==> config.mk <==
export PLATFORM = sky130hd
export DESIGN_NAME = bscn_unit
export DESIGN_NICKNAME = d
export VERILOG_FILES = /design/src/core/bscn_unit.v /design/src/core/bscn_sync.v
export VERILOG_INCLUDE_DIRS = /design/src /design/src/core
export SDC_FILE = /design/constraint.sdc
export NUM_CORES = 1
export LEC_CHECK = 0
export ABC_AREA = 0
export BUFFER_PORTS_ARGS = -buffer_cell sky130_fd_sc_hd__buf_2
export CAP_MARGIN = 20
export CORE_MARGIN = 10
export CORE_UTILIZATION = 30
export DETAILED_ROUTE_END_ITERATION = 7
export PLACE_DENSITY_LB_ADDON = 0.1
export SLEW_MARGIN = 20
export SYNTH_ARGS = -nofsm -noshare
export SYNTH_HDL_FRONTEND = slang
export SYNTH_SLANG_ARGS = --single-unit
==> constraint.sdc <==
create_clock -name ref_clk_i -period 3.48 [get_ports ref_clk_i]
set_input_delay 0.174 -clock ref_clk_i [delete_from_list [all_inputs] [get_ports ref_clk_i]]
set_output_delay 0.174 -clock ref_clk_i [all_outputs]
set_load 0.01 [all_outputs]
==> src/core/bscn_map.vh <==
`ifndef BSCN_MAP_VH
`define BSCN_MAP_VH

// register byte offsets
`define BSCN_CTRL_OFS        8'h00
`define BSCN_STAT_OFS        8'h04
`define BSCN_IR_OFS          8'h08
`define BSCN_CHAIN_OFS       8'h0c

// control register fields
`define BSCN_CTRL_ERASE_BIT  0

// status register fields
`define BSCN_STAT_PROT_BIT   0
`define BSCN_STAT_START_BIT  1
`define BSCN_STAT_SWD_BIT    2
`define BSCN_STAT_SEL_BIT    3
`define BSCN_STAT_PINS_BIT   4
`define BSCN_STAT_CORE_BIT   5

// reset values
`define BSCN_PROT_RST        1'b1
`define BSCN_IR_RST          4'hf

// instruction codes
`define BSCN_IR_EXTEST       4'h0
`define BSCN_IR_SAMPLE       4'h1
`define BSCN_IR_INTEST       4'h4
`define BSCN_IR_CLAMP        4'h5
`define BSCN_IR_BYPASS       4'hf

// instruction capture pattern positions
`define BSCN_CAP_P_BIT       3
`define BSCN_CAP_S_BIT       0

// synchroniser depth in front of the link pins
`define BSCN_SYNC_STAGES     2

`endif

==> src/core/bscn_unit.v <==
// The APB register port and the address map were left to the implementer.
`timescale 1ns/1ps
`include "bscn_map.vh"

module bscn_unit #(
   parameter CHAIN_W = 8,
   parameter ADDR_W  = 8
) (
   // clock and reset
   input  wire              ref_clk_i,
   input  wire              sys_rst_i,
   // test port pins
   input  wire              tck_i,
   input  wire              tms_i,
   input  wire              tdi_i,
   output reg               tdo_o,
   output reg               tdo_oe_n_o,
   output wire              bscan_tdo_sel_o,
   // combined debug port state
   input  wire              swd_mode_i,
   // security and startup
   input  wire              sec_bit_i,
   input  wire              startup_done_i,
   output wire              protected_o,
   // debugger path to the system bus
   input  wire              dbg_bus_req_i,
   output reg               dbg_bus_gnt_o,
   // device pins and core logic
   input  wire [CHAIN_W-1:0] pad_in_i,
   output wire [CHAIN_W-1:0] pad_out_o,
   output reg               pad_scan_o,
   input  wire [CHAIN_W-1:0] core_out_i,
   output wire [CHAIN_W-1:0] core_in_o,
   output reg               core_scan_o,
   // apb slave
   input  wire              psel,
   input  wire              penable,
   input  wire              pwrite,
   input  wire [ADDR_W-1:0] paddr,
   input  wire [31:0]       pwdata,
   output reg  [31:0]       prdata,
   output wire              pready,
   output wire              pslverr
);

   // tap states, one-hot
   localparam [15:0] S_TLR  = 16'h0001;
   localparam [15:0] S_RTI  = 16'h0002;
   localparam [15:0] S_SDR  = 16'h0004;
   localparam [15:0] S_CDR  = 16'h0008;
   localparam [15:0] S_SHDR = 16'h0010;
   localparam [15:0] S_E1DR = 16'h0020;
   localparam [15:0] S_PDR  = 16'h0040;
   localparam [15:0] S_E2DR = 16'h0080;
   localparam [15:0] S_UDR  = 16'h0100;
   localparam [15:0] S_SIR  = 16'h0200;
   localparam [15:0] S_CIR  = 16'h0400;
   localparam [15:0] S_SHIR = 16'h0800;
   localparam [15:0] S_E1IR = 16'h1000;
   localparam [15:0] S_PIR  = 16'h2000;
   localparam [15:0] S_E2IR = 16'h4000;
   localparam [15:0] S_UIR  = 16'h8000;

   // instruction decode used in several places
   function is_chain;
      input [3:0] ir;
      begin
         is_chain = (ir == `BSCN_IR_EXTEST) || (ir == `BSCN_IR_SAMPLE) ||
                    (ir == `BSCN_IR_INTEST);
      end
   endfunction

   function is_known;
      input [3:0] ir;
      begin
         is_known = is_chain(ir) || (ir == `BSCN_IR_CLAMP);
      end
   endfunction

   function drives_pins;
      input [3:0] ir;
      begin
         drives_pins = (ir == `BSCN_IR_EXTEST) || (ir == `BSCN_IR_INTEST) ||
                       (ir == `BSCN_IR_CLAMP);
      end
   endfunction

   // link pins cross into the system clock
   wire [CHAIN_W+2:0] link_s;
   wire               tck_s;
   wire               tms_s;
   wire               tdi_s;
   wire [CHAIN_W-1:0] pad_s;

   bscn_sync #(
      .W (CHAIN_W + 3)
   ) u_sync (
      .ref_clk_i (ref_clk_i),
      .sys_rst_i (sys_rst_i),
      .async_i   ({pad_in_i, tdi_i, tms_i, tck_i}),
      .sync_o    (link_s)
   );

   assign tck_s = link_s[0];
   assign tms_s = link_s[1];
   assign tdi_s = link_s[2];
   assign pad_s = link_s[CHAIN_W+2:3];

   reg  tck_d_q;
   wire tck_rise;
   wire tck_fall;

   always @(posedge ref_clk_i) begin
      if (sys_rst_i) begin
         tck_d_q <= 1'b0;
      end else begin
         tck_d_q <= tck_s;
      end
   end

   assign tck_rise = tck_s & ~tck_d_q;
   assign tck_fall = ~tck_s & tck_d_q;

   // tap controller
   reg  [15:0] state_q;
   reg  [15:0] state_d;

   always @* begin
      case (state_q)
         S_TLR:   state_d = tms_s ? S_TLR  : S_RTI;
         S_RTI:   state_d = tms_s ? S_SDR  : S_RTI;
         S_SDR:   state_d = tms_s ? S_SIR  : S_CDR;
         S_CDR:   state_d = tms_s ? S_E1DR : S_SHDR;
         S_SHDR:  state_d = tms_s ? S_E1DR : S_SHDR;
         S_E1DR:  state_d = tms_s ? S_UDR  : S_PDR;
         S_PDR:   state_d = tms_s ? S_E2DR : S_PDR;
         S_E2DR:  state_d = tms_s ? S_UDR  : S_SHDR;
         S_UDR:   state_d = tms_s ? S_SDR  : S_RTI;
         S_SIR:   state_d = tms_s ? S_TLR  : S_CIR;
         S_CIR:   state_d = tms_s ? S_E1IR : S_SHIR;
         S_SHIR:  state_d = tms_s ? S_E1IR : S_SHIR;
         S_E1IR:  state_d = tms_s ? S_UIR  : S_PIR;
         S_PIR:   state_d = tms_s ? S_E2IR : S_PIR;
         S_E2IR:  state_d = tms_s ? S_UIR  : S_SHIR;
         S_UIR:   state_d = tms_s ? S_SDR  : S_RTI;
         default: state_d = S_TLR;
      endcase
   end

   // serial-wire mode parks the controller so no instruction can load
   always @(posedge ref_clk_i) begin
      if (sys_rst_i || swd_mode_i) begin
         state_q <= S_TLR;
      end else if (tck_rise) begin
         state_q <= state_d;
      end
   end

   // protected state, caught one cycle after reset release
   reg prot_q;
   reg prot_load_q;
   reg erase_req_q;

   always @(posedge ref_clk_i) begin
      if (sys_rst_i) begin
         prot_q      <= `BSCN_PROT_RST;
         prot_load_q <= 1'b1;
      end else if (prot_load_q) begin
         prot_q      <= sec_bit_i;
         prot_load_q <= 1'b0;
      end else if (erase_req_q) begin
         prot_q      <= 1'b0;
      end
   end

   assign protected_o = prot_q;

   // lock stays closed until erase, or the load after reset, has cleared the state
   always @(posedge ref_clk_i) begin
      if (sys_rst_i) begin
         dbg_bus_gnt_o <= 1'b0;
      end else begin
         dbg_bus_gnt_o <= dbg_bus_req_i & ~prot_q;
      end
   end

   // instruction path
   reg  [3:0] ir_sh_q;
   reg  [3:0] ir_q;
   wire [3:0] ir_cap;

   assign ir_cap[`BSCN_CAP_P_BIT] = prot_q;
   assign ir_cap[2:1]             = 2'b00;
   assign ir_cap[`BSCN_CAP_S_BIT] = (ir_q == `BSCN_IR_INTEST) ? 1'b1 : startup_done_i;

   always @(posedge ref_clk_i) begin
      if (sys_rst_i) begin
         ir_sh_q <= 4'h0;
      end else if (tck_rise) begin
         if (state_q == S_CIR) begin
            ir_sh_q <= ir_cap;
         end else if (state_q == S_SHIR) begin
            ir_sh_q <= {tdi_s, ir_sh_q[3:1]};
         end
      end
   end

   // update on the falling edge, as in the usual tap
   always @(posedge ref_clk_i) begin
      if (sys_rst_i || state_q == S_TLR) begin
         ir_q <= `BSCN_IR_RST;
      end else if (tck_fall && state_q == S_UIR) begin
         ir_q <= ir_sh_q;
      end
   end

   // data registers
   reg  [CHAIN_W-1:0] bsr_q;
   reg  [CHAIN_W-1:0] upd_q;
   reg                byp_q;
   wire               chain_sel;

   assign chain_sel = is_chain(ir_q);

   // a short shift leaves the high cells partly filled, which is allowed
   always @(posedge ref_clk_i) begin
      if (sys_rst_i) begin
         bsr_q <= {CHAIN_W{1'b0}};
         byp_q <= 1'b0;
      end else if (tck_rise) begin
         if (state_q == S_CDR) begin
            byp_q <= 1'b0;
            if (ir_q == `BSCN_IR_INTEST) begin
               bsr_q <= core_out_i;
            end else if (chain_sel) begin
               bsr_q <= pad_s;
            end
         end else if (state_q == S_SHDR) begin
            if (chain_sel) begin
               bsr_q <= {tdi_s, bsr_q[CHAIN_W-1:1]};
            end else begin
               byp_q <= tdi_s;
            end
         end
      end
   end

   // sample/preload leaves the output latches untouched
   always @(posedge ref_clk_i) begin
      if (sys_rst_i) begin
         upd_q <= {CHAIN_W{1'b0}};
      end else if (tck_fall && state_q == S_UDR) begin
         if (ir_q == `BSCN_IR_EXTEST || ir_q == `BSCN_IR_INTEST) begin
            upd_q <= bsr_q;
         end
      end
   end

   // pins and core inputs follow the latched chain once the instruction lands
   always @(posedge ref_clk_i) begin
      if (sys_rst_i) begin
         pad_scan_o  <= 1'b0;
         core_scan_o <= 1'b0;
      end else begin
         pad_scan_o  <= drives_pins(ir_q);
         core_scan_o <= (ir_q == `BSCN_IR_INTEST);
      end
   end

   assign pad_out_o = upd_q;
   assign core_in_o = upd_q;

   // serial output changes on the falling edge
   always @(posedge ref_clk_i) begin
      if (sys_rst_i) begin
         tdo_o      <= 1'b0;
         tdo_oe_n_o <= 1'b1;
      end else if (tck_fall) begin
         if (state_q == S_SHIR) begin
            tdo_o      <= ir_sh_q[0];
            tdo_oe_n_o <= 1'b0;
         end else if (state_q == S_SHDR) begin
            tdo_o      <= chain_sel ? bsr_q[0] : byp_q;
            tdo_oe_n_o <= 1'b0;
         end else begin
            tdo_oe_n_o <= 1'b1;
         end
      end
   end

   assign bscan_tdo_sel_o = is_known(ir_q) & ~swd_mode_i;

   // apb slave, zero wait states
   wire apb_setup;
   wire apb_acc;
   wire hit_ctrl;
   wire hit_stat;
   wire hit_ir;
   wire hit_chain;
   wire hit_any;

   assign apb_setup = psel & ~penable;
   assign apb_acc   = psel & penable;
   assign hit_ctrl  = (paddr == `BSCN_CTRL_OFS);
   assign hit_stat  = (paddr == `BSCN_STAT_OFS);
   assign hit_ir    = (paddr == `BSCN_IR_OFS);
   assign hit_chain = (paddr == `BSCN_CHAIN_OFS);
   assign hit_any   = hit_ctrl | hit_stat | hit_ir | hit_chain;
   assign pready    = 1'b1;
   assign pslverr   = apb_acc & (~hit_any | (pwrite & ~hit_ctrl));

   // erase acts only at the access edge of a control write
   always @(posedge ref_clk_i) begin
      if (sys_rst_i) begin
         erase_req_q <= 1'b0;
      end else begin
         erase_req_q <= apb_acc & pwrite & hit_ctrl & pwdata[`BSCN_CTRL_ERASE_BIT];
      end
   end

   reg [31:0] rd_d;

   always @* begin
      rd_d = 32'h0000_0000;
      if (hit_stat) begin
         rd_d[`BSCN_STAT_PROT_BIT]  = prot_q;
         rd_d[`BSCN_STAT_START_BIT] = startup_done_i;
         rd_d[`BSCN_STAT_SWD_BIT]   = swd_mode_i;
         rd_d[`BSCN_STAT_SEL_BIT]   = bscan_tdo_sel_o;
         rd_d[`BSCN_STAT_PINS_BIT]  = pad_scan_o;
         rd_d[`BSCN_STAT_CORE_BIT]  = core_scan_o;
      end else if (hit_ir) begin
         rd_d[3:0] = ir_q;
      end else if (hit_chain) begin
         rd_d[CHAIN_W-1:0] = upd_q;
      end
   end

   // read data latched in setup, stable through the access phase
   always @(posedge ref_clk_i) begin
      if (sys_rst_i) begin
         prdata <= 32'h0000_0000;
      end else if (apb_setup) begin
         prdata <= pwrite ? 32'h0000_0000 : rd_d;
      end
   end

endmodule

==> src/core/bscn_sync.v <==
`timescale 1ns/1ps
`include "bscn_map.vh"

module bscn_sync #(
   parameter W = 1
) (
   // clock and reset
   input  wire         ref_clk_i,
   input  wire         sys_rst_i,
   // asynchronous levels in, synchronised levels out
   input  wire [W-1:0] async_i,
   output wire [W-1:0] sync_o
);

   reg [W-1:0] meta_q;
   reg [W-1:0] sync_q;

   // first stage feeds only the second one
   always @(posedge ref_clk_i) begin
      if (sys_rst_i) begin
         meta_q <= {W{1'b0}};
         sync_q <= {W{1'b0}};
      end else begin
         meta_q <= async_i;
         sync_q <= meta_q;
      end
   end

   assign sync_o = sync_q;

endmodule

==> flow_summary.yaml <==
outcome:
  status: "finished clean"
critical_path:
  path_cells: "nor4_4 -> nand2_1 -> or4b_1 -> nand3_1 -> a21oi_1"
  start_kind: "flip-flop"
  r2r_start: "state_q[5]$_SDFFE_PP0P_"
  critPathSlowestCell: "nor4_4"
  worst_path_largest_cell_delay_ps: 620
  crit_fanout: 10
  cp_top_family: "simple AND/OR/NAND/NOR gates"
  reg2reg_to: "ir_sh_q[2]$_SDFFE_PP0P_"
  reg2reg_slack_ps: 1240
  cp_data_arrival_time_ps: 2420
  crit_required_ps: 3660
  crit_type: "flip-flop to flip-flop"
  cp-end-kind: "flip-flop"
  crit_buf_inv: 0
  reg2regPathDepth: 5
clock_tree:
  numCtsBuffers: 9
  cts_setup_buffers: 0
  root_buffer: "clkbuf_16"
  clock_latency_ps: 340
  cts-resized-gates: 0
  cts_max_level: 3
  cts_sinks: 80
  cts.path.max_buffers: 2
  cts_tree: "yes"
  cts.clk_slew.worst_paths_ps: 70
  cts_hold_buffers: 0
place:
  dp_hpwl_mm: 7.02
  globalplace.congestion: 0.813
  placed_cells: 644
  place.port_buffers: 68
global_routing:
  overflow: 0
  grt_antenna_before_repair: 0
  grt_pass1_wl_mm: 15.8
  grt_pass1_vias: 3071
  grtUsageTotal_pct: 10.7
  grt_max_degree: 57
timing:
  fmax_mhz: 446
  hold_violations: 0
  slew_headroom_pct: 31.3
  drv_slew: 0
  finalSetupTns_ps: 0
  final.min_clock_period_ps: 2240
  fin_crit_sh_pct: 64.5
  rsz0062_at_grt: "no"
  finalClockSkew_ps: 7.92
  finalSetupViolCount: 0
  holdWs_ps: 37.8
  worstMarginPinSlew_ps: 1030
layout:
  diodes: 0
  fin_nets: 551
  fin_cells: 660
  final_cell_mix: "dfxtp_1 (80), buf_2 (68), nor2_1 (53), a21oi_1 (30), nor2b_1 (27)"
  mostFrequentLayoutCell: "dfxtp_1"
  fillers: 1323
  drive_gt1_share_pct: 20.9
  area_growth_pct: 16.4
floorplanning:
  die_x_um: 133
  core_um2: 12600
  row_count: 41
  design.die.area_um2: 17800
  num_io_pins: 125
  die_h_um: 133
  initial_utilization_pct: 30.6
routing:
  wl_per_cell_um: 14.6
  drt-vias-per-instance: 4.61
  drc: 0
  first_pass_iters: 4
  drtIter0Drc: 180
  wl_mm: 9.61
  vias: 3045
  ant_nets: 0
synth:
  postSynthAreaPerCell_um2: 8.79
  synth_simple_gate_area_share_pct: 27.0
  synthArstFlopShare_pct: 0
  synth_top_family_by_area: "simple AND/OR/NAND/NOR gates"
  syn-cell-area_um2: 3850
  synth_enable_flop_cells: 0
  synth_cell_types: 50
  synth_seq_cells: 80
  synth_compound_area_share_pct: 12.8
  yosysSeqAreaShare_pct: 41.6
  synthFlopType: "dfxtp_1"
  ys_warn_count: 0
  synth-xor-area-share_pct: 1.59
  yosys-mux-area-fraction_pct: 6.83
  synthAdderAreaFrac_pct: 0
  synthCells: 438
hold_path:
  min_from: "pad_in_i[3]"
  hold_depth: 2
  min_to: "u_sync.meta_q[6]$_SDFF_PP0_"
  hold_class: "input port to flip-flop"
power_and_ir_drop:
  power_density_nw_per_um2: 451
  p_leak_nw: 1.69
  finalPower_mw: 2.02
  peakVddDrop_mv: 0.232
flow_run:
  cap_viol_max_count: 0
## cell families (layout without fill, tap and decap cells)
group / after synthesis / after routing
other: 2 / 25
buffers and inverters: 66 / 93
AOI/OAI and AO/OA: 75 / 75
xor gates and xnor gates: 7 / 7
DFF: 80 / 80
and+or+nand+nor: 182 / 182
muxes: 26 / 26
## through the flow
step / util [%] / worst slack (ps) / cell area (µm²)
6_report: 35.6 / 1240 / 4480
2_1_floorplan: - / 1550 / 3940
5_1_grt: 35.6 / 1060 / 4480
3_3_place_gp: 33.2 / 1170 / 4170
3_5_place_dp: 33.2 / 1230 / 4170
4_1_cts: 35.6 / 1230 / 4480
## layout make-up
| class | instances | area [µm²] | area share (%) |
|---|---|---|---|
| repair buffers | 74 | 385 | 8.60 |
| well taps | 172 | 215 | 4.80 |
| inverters | 3 | 11.3 | 0.251 |
| flip-flops and latches | 80 | 1600 | 35.8 |
| multi-input cells | 315 | 1960 | 43.7 |
| clock inverters | 7 | 85.1 | 1.90 |
| clock buffers | 9 | 225 | 5.03 |
## flip-flops by register name (all words and copies together), names as in the netlist, 4 cells and up
register and count:
state_q 16, u_sync.meta_q 11, u_sync.sync_o 11, bsr_q 8, core_in_o 8, prdata 8, ir_q 4, ir_sh_q 4
## synth_stat cells, drive strengths merged (2+ instances only)
| cell type | number | share of area (%) |
|---|---|---|
| clkbuf | 18 | 1.8 |
| a22o | 3 | 0.68 |
| conb | 2 | 0.20 |
| nand3 | 7 | 0.91 |
| o22ai | 2 | 0.33 |
| nor4b | 8 | 1.8 |
| o21ai | 7 | 0.91 |
| mux2i | 24 | 6.2 |
| nand4b | 4 | 0.91 |
| and2 | 2 | 0.33 |
| nor4 | 14 | 3.8 |
| nor3 | 11 | 1.7 |
| a22oi | 8 | 1.6 |
| nor2 | 53 | 5.2 |
| a32oi | 2 | 0.46 |
| xnor2 | 4 | 0.91 |
| nand3b | 2 | 0.39 |
| dfxtp | 80 | 42 |
| o211ai | 5 | 0.98 |
| inv | 3 | 0.29 |
| nor2b | 27 | 4.4 |
| nand4 | 8 | 1.3 |
| o2bb2ai | 8 | 1.8 |
| nand2b | 13 | 2.1 |
| nand2 | 26 | 2.6 |
| xor2 | 3 | 0.68 |
| buf | 45 | 7.9 |
| a2111oi | 2 | 0.46 |
| a21oi | 30 | 3.9 |
| mux2 | 2 | 0.59 |
| nor3b | 2 | 0.39 |
## report_power, final
part	internal, mW	switching (mW)	leakage [nW]	total (mW)
Combinational	0.0353	0.0601	0.888	0.0954
Clock	0.571	0.415	0.153	0.986
Sequential	0.930	0.00667	0.650	0.936
## metal layers
layer	vias to the layer above	GRT usage [%]	wire length [µm]	share of wire (%)
li1	1574	-	-	-
met1	1386	13.7	4610	48
met5	-	0	0	0
met2	75	16.5	4330	45
met4	0	4.05	121	1.3
met3	10	3.23	547	5.7
## how the worst max path moves through the flow
stage          cells after the start  slack [ps]                        end                startpoint
2_1_floorplan                      7        1550  core_in_o[0]$_SDFFE_PP0P_  state_q[12]$_SDFFE_PP0P_
3_3_place_gp                       5        1170   state_q[11]$_SDFFE_PP0P_   state_q[5]$_SDFFE_PP0P_
3_5_place_dp                       5        1230  core_in_o[4]$_SDFFE_PP0P_   state_q[5]$_SDFFE_PP0P_
4_1_cts                            5        1230  core_in_o[0]$_SDFFE_PP0P_   state_q[5]$_SDFFE_PP0P_
5_1_grt                            5        1060    ir_sh_q[0]$_SDFFE_PP0P_   state_q[5]$_SDFFE_PP0P_
6_report                           5        1240    ir_sh_q[2]$_SDFFE_PP0P_   state_q[5]$_SDFFE_PP0P_
No activity file was read; power rests on OpenSTA's default activity.
